File: src/inc/tmr_regs.vh
// Register map, field positions and reset values of the 16-bit timer/counter.
// Assumes a 32-bit APB slave; every register is one aligned word, data in the low byte.
`ifndef TMR_REGS_VH
`define TMR_REGS_VH

// Byte offsets on the APB
`define TMR_CTRL_OFF 12'h000
`define TMR_CNTL_OFF 12'h004
`define TMR_CNTH_OFF 12'h008
`define TMR_ISTAT_OFF 12'h00c
`define TMR_ICLR_OFF 12'h010
`define TMR_IEN_OFF 12'h014

// Control field positions
`define TMR_B_WIDE 7
`define TMR_B_RUN 6
`define TMR_B_PS_HI 5
`define TMR_B_PS_LO 4
`define TMR_B_OSCEN 3
`define TMR_B_BYP 2
`define TMR_B_SRC 1
`define TMR_B_ON 0

// Interrupt status bit of the overflow event
`define TMR_B_OVF 0

// Reset values and limits
`define TMR_CTRL_RST 8'h00
`define TMR_CTRL_WMASK 8'hbf
`define TMR_CNT_RST 16'h0000
`define TMR_CNT_MAX 16'hffff
`define TMR_HBUF_RST 8'h00

// Instruction clock is the system clock divided by four
`define TMR_FOSC_DIV 4
`define TMR_FDIV_LAST 2'h3

`endif

File: src/logic/tmr_pin_sync.v
// Three-stage pin synchroniser with an agreement filter.
// Assumes din is asynchronous to clk; ce freezes every stage.
`timescale 1ns/100ps
module tmr_pin_sync
(
   input wire clk,
   input wire rst_n,
   input wire ce,
   input wire din,
   output wire fast,
   output reg level
);
   reg s1_reg;
   reg s2_reg;
   reg s3_reg;

   // First stage feeds only the second; level moves once stages 2 and 3 agree
   always @(posedge clk or negedge rst_n)
   begin
      if (!rst_n)
      begin
         s1_reg <= 1'b0;
         s2_reg <= 1'b0;
         s3_reg <= 1'b0;
         level <= 1'b0;
      end
      else if (ce)
      begin
         s1_reg <= din;
         s2_reg <= s1_reg;
         s3_reg <= s2_reg;
         if (s2_reg == s3_reg)
            level <= s3_reg;
      end
   end

   // Unfiltered view, two cycles earlier than level
   assign fast = s2_reg;

endmodule // tmr_pin_sync

File: src/logic/tmr_prescale.v
// Hidden prescale counter: passes one of every 1, 2, 4 or 8 input ticks.
// Assumes tick is a one-cycle pulse on clk; clear wins over a tick.
`timescale 1ns/100ps
module tmr_prescale
(
   input wire clk,
   input wire rst_n,
   input wire ce,
   input wire tick,
   input wire clear,
   input wire [1:0] sel,
   output wire out_tick
);
   reg [2:0] cnt_reg;
   reg [2:0] mask;

   // Code 11 -> 1:8, 10 -> 1:4, 01 -> 1:2, 00 -> every tick
   always @*
   begin
      case (sel)
         2'h3: mask = 3'h7;
         2'h2: mask = 3'h3;
         2'h1: mask = 3'h1;
         default: mask = 3'h0;
      endcase
   end

   assign out_tick = tick && ((cnt_reg & mask) == mask) && !clear;

   // Low-byte write, or high write in byte mode, clears the prescaler so the next period is whole
   always @(posedge clk or negedge rst_n)
   begin
      if (!rst_n)
         cnt_reg <= 3'h0;
      else if (ce)
      begin
         if (clear)
            cnt_reg <= 3'h0;
         else if (tick)
            cnt_reg <= cnt_reg + 3'h1;
      end
   end

endmodule // tmr_prescale

File: src/logic/tmr_timer_top.v
// Top of the 16-bit timer/counter: APB registers, source select, counter, interrupt.
// Assumes one system clock pclk; pins arrive asynchronously and are synchronised here.
//
// Design decisions made here: the placing of the registers and register access over APB.
`timescale 1ns/100ps
`include "tmr_regs.vh"
module tmr_timer_top
(
   input wire pclk,
   input wire presetn,
   input wire pce,
   input wire psel,
   input wire penable,
   input wire pwrite,
   input wire [11:0] paddr,
   input wire [31:0] pwdata,
   output reg [31:0] prdata,
   output reg pready,
   output reg pslverr,
   output wire irq,
   input wire sysclk_from_osc,
   input wire external_count_input,
   input wire osc_input_pin,
   input wire [1:0] port_c_direction,
   input wire [1:0] port_c_out,
   output wire pin0_out,
   output wire pin0_oe,
   output wire pin1_out,
   output wire pin1_oe,
   output wire osc_amp_enable,
   output wire [1:0] port_c_read
);
   reg [7:0] ctrl_reg;
   reg [15:0] count_reg;
   reg [15:0] count_next;
   reg [7:0] hbuf_reg;
   reg [7:0] hbuf_next;
   reg [1:0] fdiv_reg;
   reg src_prev_reg;
   reg need_fall_reg;
   reg high_at_off_reg;
   reg ovf_stat_reg;
   reg ovf_en_reg;
   reg [7:0] rd_byte;
   reg addr_ok;

   wire access;
   wire wr_done;
   wire rd_start;
   wire wr_ctrl;
   wire wr_low;
   wire wr_high;
   wire wr_iclr;
   wire wr_ien;
   wire rd_low;
   wire wide_access_enable;
   wire [1:0] input_prescale_select;
   wire low_power_osc_enable;
   wire ext_sync_bypass;
   wire clock_source_select;
   wire counter_on;
   wire ext_fast;
   wire ext_level;
   wire osc_fast;
   wire osc_level;
   wire src_fast;
   wire src_filt;
   wire src_level;
   wire src_rise;
   wire src_fall;
   wire int_tick;
   wire pre_tick;
   wire pre_clear;
   wire inc;
   wire count_wr;
   wire overflow;
   wire turn_on;
   wire turn_off;

   // Control fields
   assign wide_access_enable = ctrl_reg[`TMR_B_WIDE];
   assign input_prescale_select = ctrl_reg[`TMR_B_PS_HI:`TMR_B_PS_LO];
   assign low_power_osc_enable = ctrl_reg[`TMR_B_OSCEN];
   assign ext_sync_bypass = ctrl_reg[`TMR_B_BYP];
   assign clock_source_select = ctrl_reg[`TMR_B_SRC];
   assign counter_on = ctrl_reg[`TMR_B_ON];

   // APB phases; reads sample in the first access cycle, writes land on completion
   assign access = psel && penable;
   assign wr_done = access && pready && pwrite && addr_ok;
   assign rd_start = access && !pready && !pwrite;
   assign wr_ctrl = wr_done && (paddr == `TMR_CTRL_OFF);
   assign wr_low = wr_done && (paddr == `TMR_CNTL_OFF);
   assign wr_high = wr_done && (paddr == `TMR_CNTH_OFF);
   assign wr_iclr = wr_done && (paddr == `TMR_ICLR_OFF);
   assign wr_ien = wr_done && (paddr == `TMR_IEN_OFF);
   assign rd_low = rd_start && (paddr == `TMR_CNTL_OFF);

   // Address decode; anything else answers with pslverr
   always @*
   begin
      case (paddr)
         `TMR_CTRL_OFF: addr_ok = 1'b1;
         `TMR_CNTL_OFF: addr_ok = 1'b1;
         `TMR_CNTH_OFF: addr_ok = 1'b1;
         `TMR_ISTAT_OFF: addr_ok = 1'b1;
         `TMR_ICLR_OFF: addr_ok = 1'b1;
         `TMR_IEN_OFF: addr_ok = 1'b1;
         default: addr_ok = 1'b0;
      endcase
   end

   // Read mux; the run bit shows the live clock-source status
   always @*
   begin
      case (paddr)
         `TMR_CTRL_OFF:
            rd_byte = {ctrl_reg[7], sysclk_from_osc, ctrl_reg[5:0]};
         `TMR_CNTL_OFF:
            rd_byte = count_reg[7:0];
         `TMR_CNTH_OFF:
            rd_byte = wide_access_enable ? hbuf_reg : count_reg[15:8];
         `TMR_ISTAT_OFF:
            rd_byte = {7'h00, ovf_stat_reg};
         `TMR_IEN_OFF:
            rd_byte = {7'h00, ovf_en_reg};
         default:
            rd_byte = 8'h00;
      endcase
   end

   // One wait state: ready one cycle after the access phase opens
   always @(posedge pclk or negedge presetn)
   begin
      if (!presetn)
      begin
         pready <= 1'b0;
         pslverr <= 1'b0;
         prdata <= 32'h00000000;
      end
      else if (pce)
      begin
         pready <= access && !pready;
         pslverr <= access && !pready && !addr_ok;
         if (rd_start)
            prdata <= {24'h000000, rd_byte};
      end
   end

   // Control register; the status bit is never stored
   always @(posedge pclk or negedge presetn)
   begin
      if (!presetn)
         ctrl_reg <= `TMR_CTRL_RST;
      else if (pce && wr_ctrl)
         ctrl_reg <= pwdata[7:0] & `TMR_CTRL_WMASK;
   end

   // Oscillator amplifier only while enabled, saves power when off
   assign osc_amp_enable = low_power_osc_enable;

   // Oscillator steals both pins: no digital drive, reads as zero
   assign pin0_out = port_c_out[0];
   assign pin1_out = port_c_out[1];
   assign pin0_oe = !low_power_osc_enable && !port_c_direction[0];
   assign pin1_oe = !low_power_osc_enable && !port_c_direction[1];
   assign port_c_read = low_power_osc_enable ? 2'h0 : {osc_level, ext_level};

   // Pin synchronisers for the count input and the oscillator input
   tmr_pin_sync u_ext_sync
   (
      .clk(pclk),
      .rst_n(presetn),
      .ce(pce),
      .din(external_count_input),
      .fast(ext_fast),
      .level(ext_level)
   );

   tmr_pin_sync u_osc_sync
   (
      .clk(pclk),
      .rst_n(presetn),
      .ce(pce),
      .din(osc_input_pin),
      .fast(osc_fast),
      .level(osc_level)
   );

   // External source is the oscillator when enabled, else the count pin
   assign src_fast = low_power_osc_enable ? osc_fast : ext_fast;
   assign src_filt = low_power_osc_enable ? osc_level : ext_level;
   // Bypass trades glitch filtering for two cycles less latency
   assign src_level = ext_sync_bypass ? src_fast : src_filt;
   assign src_rise = src_level && !src_prev_reg;
   assign src_fall = !src_level && src_prev_reg;

   // Edge history and the instruction-clock divider
   always @(posedge pclk or negedge presetn)
   begin
      if (!presetn)
      begin
         src_prev_reg <= 1'b0;
         fdiv_reg <= 2'h0;
      end
      else if (pce)
      begin
         src_prev_reg <= src_level;
         fdiv_reg <= fdiv_reg + 2'h1;
      end
   end

   assign int_tick = (fdiv_reg == `TMR_FDIV_LAST);

   // Enable edges, as written by software
   assign turn_on = wr_ctrl && pwdata[`TMR_B_ON] && !counter_on;
   assign turn_off = wr_ctrl && !pwdata[`TMR_B_ON] && counter_on;
   assign count_wr = wr_low || wr_high;

   // Falling edge must be seen before the first counted rising edge
   always @(posedge pclk or negedge presetn)
   begin
      if (!presetn)
      begin
         need_fall_reg <= 1'b1;
         high_at_off_reg <= 1'b0;
      end
      else if (pce)
      begin
         if (turn_off)
            high_at_off_reg <= src_level;
         if (count_wr || (turn_on && !src_level && high_at_off_reg))
            need_fall_reg <= 1'b1;
         else if (src_fall)
            need_fall_reg <= 1'b0;
      end
   end

   // Source select, gated by the on bit
   assign pre_tick = counter_on &&
      (clock_source_select ? (src_rise && !need_fall_reg) : int_tick);
   // Wide-mode high write only fills the buffer, so the prescaler keeps running
   assign pre_clear = wr_low || (wr_high && !wide_access_enable);

   tmr_prescale u_prescale
   (
      .clk(pclk),
      .rst_n(presetn),
      .ce(pce),
      .tick(pre_tick),
      .clear(pre_clear),
      .sel(input_prescale_select),
      .out_tick(inc)
   );

   // A count write wins over a coinciding increment
   assign overflow = inc && !count_wr && (count_reg == `TMR_CNT_MAX);

   // Count and high-byte buffer next state
   always @*
   begin
      count_next = count_reg;
      hbuf_next = hbuf_reg;
      if (wr_low)
      begin
         count_next[7:0] = pwdata[7:0];
         if (wide_access_enable)
            count_next[15:8] = hbuf_reg;
      end
      else if (wr_high)
      begin
         if (wide_access_enable)
            hbuf_next = pwdata[7:0];
         else
            count_next[15:8] = pwdata[7:0];
      end
      else if (inc)
         count_next = count_reg + 16'h0001;
      if (rd_low && wide_access_enable)
         hbuf_next = count_reg[15:8];
   end

   always @(posedge pclk or negedge presetn)
   begin
      if (!presetn)
      begin
         count_reg <= `TMR_CNT_RST;
         hbuf_reg <= `TMR_HBUF_RST;
      end
      else if (pce)
      begin
         count_reg <= count_next;
         hbuf_reg <= hbuf_next;
      end
   end

   // Sticky overflow flag; a new overflow beats a clear in the same cycle
   always @(posedge pclk or negedge presetn)
   begin
      if (!presetn)
      begin
         ovf_stat_reg <= 1'b0;
         ovf_en_reg <= 1'b0;
      end
      else if (pce)
      begin
         if (overflow)
            ovf_stat_reg <= 1'b1;
         else if (wr_iclr && pwdata[`TMR_B_OVF])
            ovf_stat_reg <= 1'b0;
         if (wr_ien)
            ovf_en_reg <= pwdata[`TMR_B_OVF];
      end
   end

   // Level interrupt while an enabled flag stands
   assign irq = ovf_stat_reg && ovf_en_reg;

endmodule // tmr_timer_top

File: config.mk
export PLATFORM = sky130hd
export DESIGN_NAME = tmr_timer_top
export DESIGN_NICKNAME = d
export VERILOG_FILES = /design/src/logic/tmr_pin_sync.v /design/src/logic/tmr_prescale.v /design/src/logic/tmr_timer_top.v
export VERILOG_INCLUDE_DIRS = /design/src /design/src/inc
export SDC_FILE = /design/constraint.sdc
export NUM_CORES = 1
export LEC_CHECK = 0
export ABC_AREA = 1
export BUFFER_PORTS_ARGS = -buffer_cell sky130_fd_sc_hd__buf_2
export CORE_AREA = 8 8 92 94
export DETAILED_ROUTE_END_ITERATION = 6
export DIE_AREA = 0 0 100 102
export GPL_TIMING_DRIVEN = 0
export HOLD_SLACK_MARGIN = 0.02
export PLACE_DENSITY = 0.95
export SLEW_MARGIN = 30
export SYNTH_ARGS = -nofsm -noshare
export SYNTH_HDL_FRONTEND = slang
export SYNTH_SLANG_ARGS = --single-unit
File: constraint.sdc
create_clock -name pclk -period 2.78 [get_ports pclk]
set_input_delay 0.834 -clock pclk [delete_from_list [all_inputs] [get_ports pclk]]
set_output_delay 0.834 -clock pclk [all_outputs]
set_load 0.05 [all_outputs]
# [Word-level counts from Yosys, hierarchy flattened]
# Index checks and enable logic that the tools add are counted.
[word_totals] reg_bits=59 input_bits=57 output_inout_bits=42 word_cells=137
[op_classes] add_sub_neg=3 eq_ne=16 n_mux=24 bitwise_logic=1 n_reduce_logical=71
[op_table] op="8-bit two-way mux" count=8
[op_table] op="8-bit case mux with 5 select lines" count=1
[op_table] op="1-bit logical AND" count=34
[op_table] op="16-bit two-way mux" count=2
[op_table] op="12-bit by 4-bit equality test with 1-bit output (second input constant)" count=2
[op_table] op="12-bit by 5-bit equality test with 1-bit output (second input constant)" count=2
[op_table] op="16-bit by 1-bit adder with 16-bit output (second input constant)" count=1
[op_table] op="16-bit equality test (second input constant)" count=1
[op_table] op="2-bit AND reduction" count=8
[op_table] op="1-bit zero test" count=14
[op_table] op="12-bit by 3-bit equality test with 1-bit output (second input constant)" count=1
[op_table] op="12-bit zero test" count=1
[op_table] op="2-bit nonzero test" count=6
[op_table] op="1-bit two-way mux" count=9
[op_table] op="3-bit case mux with 3 select lines" count=1
[op_table] op="2-bit equality test (second input constant)" count=3
[op_table] op="3-bit two-way mux" count=2
[op_table] op="3-bit AND reduction" count=2
[op_table] op="6-bit OR reduction" count=1
[op_table] op="4-bit AND reduction" count=1
[op_table] op="3-bit by 1-bit adder with 3-bit output (second input constant)" count=1
[op_table] op="3-bit AND" count=1
[op_table] op="3-bit equality test" count=1
[op_table] op="1-bit logical OR" count=3
[op_table] op="other kinds (8)" count=9

# [Depth between registers and ports, before layout]
[depth] ltp_word=13 mapped_depth=12 depth_no_buf=12

# [By module]
# Synthesis repeated with hierarchy kept, for this count alone.
[hier_totals] cells_unflattened=577 hier_area_um2=4066.4
[modules_own_cells] module="tmr_timer_top" instances=1 cells_each=510 area_each_um2=3545.9 seq_area_each_um2=1202.4
[modules_own_cells] module="tmr_pin_sync" instances=2 cells_each=20 area_each_um2=163.9 seq_area_each_um2=100.1
[modules_own_cells] module="tmr_prescale" instances=1 cells_each=27 area_each_um2=192.7 seq_area_each_um2=75.1

# [Worst setup path after synthesis]
# No wires, ideal clock.
[synth_timing] kind="input-to-output" start="in port_c_direction[0]" end="out pin0_oe" t_arrival_ps=1479 required_time_ps=1946 setup_slack_ps=467 cell_stages=1 n_path_buf=0 cell_sequence="nor2_1"
[synth_between] elab_chain_len=2
[synth_lines] element="start: declaration" line="tmr_timer_top.v:24" source="input wire [1:0] port_c_direction,"
[synth_lines] element="1-bit zero test" line="tmr_timer_top.v:165" source="assign pin0_oe = !low_power_osc_enable && !port_c_direction[0];"
[synth_lines] element="1-bit logical AND" line="tmr_timer_top.v:165"
[synth_lines] element="end: declaration" line="tmr_timer_top.v:27" source="output wire pin0_oe,"
# Every way passes these cells.

# [Final worst setup path]
[layout_timing] start="reg ctrl_reg[3]" end="out port_c_read[0]"
[layout_between] elab_chain_len=1
[layout_lines] element="start: declaration" line="tmr_timer_top.v:33" source="reg [7:0] ctrl_reg;"
[layout_lines] element="start signal: assignment" line="tmr_timer_top.v:154" source="ctrl_reg <= `TMR_CTRL_RST;"
[layout_lines] element="start signal: assignment" line="tmr_timer_top.v:156" source="ctrl_reg <= pwdata[7:0] & `TMR_CTRL_WMASK;"
[layout_lines] element="2-bit two-way mux" line="tmr_timer_top.v:167" source="assign port_c_read = low_power_osc_enable ? 2'h0 : {osc_level, ext_level};"
[layout_lines] element="end: declaration" line="tmr_timer_top.v:31" source="output wire [1:0] port_c_read"
# Every way passes these cells.

==> metrics <==
Psw=0.863 mW; PortBufs=47; num ports=99; CP max stage delay=0.45 ns; top cell type's share of synthesized area=36.4%; GP Congestion=0.923; Global Route Usage Sum=23.1%; Die Area=0.0102 sq mm; Layout Nets=717; synthesis-to-finish area growth=15.9%; Pins Over Slew Limit=0; fmax=468 MHz; syn_area_per_cell=6.93 sq um; crit path launch type=flip-flop; CTS tree=yes; most frequent cells after synthesis=nand2_1, inv_1, dfrtp_1, nand3_1, o21ai_0; first-pass GRT wire length=18500 um; CTS clk-pin slew, worst paths=0.07 ns; Initial Util=56.5%; ant diodes=0; final worst path period need=2.14 ns; crit-path cells=inv_2 -> nand2_1 -> inv_1 -> buf_2; hold crit path type=flip-flop to flip-flop; Tcrit/Tclk final=76.9%; Clock Sinks=59; core area=0.00706 sq mm; Worst-Skew Late Latency=0.34 ns; Layout Skew=0.00827 ns; crit path max fanout=7; EDFF count, synth=0; Seq cells post-synth=59; Final TNS setup=0 ns; Final Non-Filler Cells=761; pwr dens=530 mW/mm^2; routed vias=3997; Cell Count Post-Placement=745; Die Span Y=102 um; TritonCTS Buffers=9; Post-synth ARST share=100%; Fin. Hold Viols=0; largest net degree at the start of global routing=60; WP data required=1.95 ns; warnings from Yosys=0; vias in the first global route=3780; mapped cell area=0.00399 sq mm; initial antenna violation count=0; Flop pwr share=44.1%; peak supply drop=0.265 mV; most common cell in the netlist=nand2_1; total iterations of the first detailed-routing run=5; vias per cell=5.25; Die W=100 um; Final Routed Wirelength=11400 um; DP HPWL=8710 um; post-DR wirelength/cell=15.0 um; Hold Slack=0.482 ns; top cells by area, synth=dfrtp_1, nand2_1, inv_1; max reg flops=16; post-synth cell types=37; DRC viols=0; H-tree levels=3; worst slew pin tran=0.765 ns; Worst setup EP type=output port; critical path type=flip-flop to output port; Arr. time, crit path=1.30 ns; Seq/Total Area, Yosys=37.0%; switch share=35.2%; DRC marker count from the first detailed-route iteration=379; RSZ-0062 raised after global routing=no; Max stage delay cell, worst path=dfrtp_1; Combinational Power Share=24.8%; gr ovfl total=0; Synth area leader=dfrtp_1; Max Cap Viol=0; # hold bufs at CTS=0; post-cts sizing count=0; slew margin rel.=49.0%; Int Pwr=1.59 mW; Primary FF master, synth=dfrtp_1; FP Rows=31; pre-CTS setup slack=0.390 ns; clock network power share=31.1%; Bufs on Longest Clock Path=2; # setup viols final=0; fin worst setup slack=0.642 ns; share of cells above drive strength 1=20.2%; Final ANT Viol Nets=0; root buf cell=clkbuf_8; Leakage=2.55 nW; Post-CTS Setup Bufs=0; status=finished clean; Post-Syn Instances=576
-- cell families (layout without fill, tap and decap cells) --
group | count (synthesis) | count (layout) | synth area share (%)
other | 1 | 24 | 0.0940
DFF | 59 | 59 | 37.0
xor gates and xnor gates | 9 | 9 | 1.98
buffers and inverters | 106 | 169 | 13.3
AOI/OAI and AO/OA | 76 | 76 | 10.6
and+or+nand+nor | 322 | 322 | 36.1
adders and majority gates | 3 | 3 | 0.941
-- metal layers --
metal,share of wire [%],GRT usage (%),up-vias
li1,-,-,1948
met1,41,28.2,1825
met2,47,38.0,191
met3,8.2,5.31,33
met4,2.9,10.6,0
met5,0,0,-
-- power by group through the flow --
stage          registers [mW]  logic (mW)  clock network, mW
6_report                 1.08       0.607              0.762
5_1_grt                  1.09       0.678              0.804
4_1_cts                  1.08       0.604              0.763
3_5_place_dp             1.09       0.596                  0
3_3_place_gp             1.09       0.571                  0
2_1_floorplan            1.08       0.449                  0
-- layout by cell type, fill, tap and decap left out, types with 3 or more instances in the layout --
master / instances
nor3_1: 5
nand3_1: 41
o21ai_1: 23
o21ai_0: 39
nor2_1: 38
nand2_2: 5
nand4_1: 10
o21ai_2: 4
nor2_2: 4
conb_1: 24
nand2_1: 203
ha_1: 3
o211ai_1: 7
clkbuf_8: 9
dfrtp_1: 58
buf_2: 54
inv_1: 59
clkbuf_1: 4
buf_4: 29
inv_2: 6
xor2_1: 9
-- stage by stage --
| step | power, mW | cell area [sq um] | util [%] |
|---|---|---|---|
| floorplan | 1.53 | 4080 | - |
| CTS | 2.44 | 4630 | 65.5 |
| detailed placement | 1.69 | 4440 | 62.9 |
| finish | 2.45 | 4630 | 65.5 |
| global route | 2.58 | 4630 | 65.5 |
| global placement | 1.66 | 4440 | 62.9 |
-- worst max-delay path: cells and delay by family, from the launching register on --
kind                   cells  cell delay, ns
and+or+nand+nor            1            0.07
DFF                        1            0.45
buffers and inverters      3            0.43
-- final timing paths --
kind / from / end / cells after the start / slack, ns
setup reg to reg: count_reg[0] / ovf_stat_reg / 9 / 0.70
hold reg to reg: fdiv_reg[0] / fdiv_reg[0] / 1 / 0.48
max in group asynchronous: presetn / count_reg[9] / 1 / 1.72
setup / recovery: ctrl_reg[3] / port_c_read[0] / 4 / 0.64
min in group asynchronous: presetn / u_osc_sync.s1_reg / 1 / 0.55
hold / removal: fdiv_reg[0] / fdiv_reg[0] / 1 / 0.48
-- area by class of cell --
cell class              count  area (sq um)
repair buffers             47           238
well taps                  99           124
plain buffers              40           280
inverters                  66           250
multi-input cells         434          2070
fillers                   615          2430
clock inverters             5          55.1
flip-flops and latches     59          1480
clock buffers              11           131
Note: power is estimated with default switching activity, not from simulation.
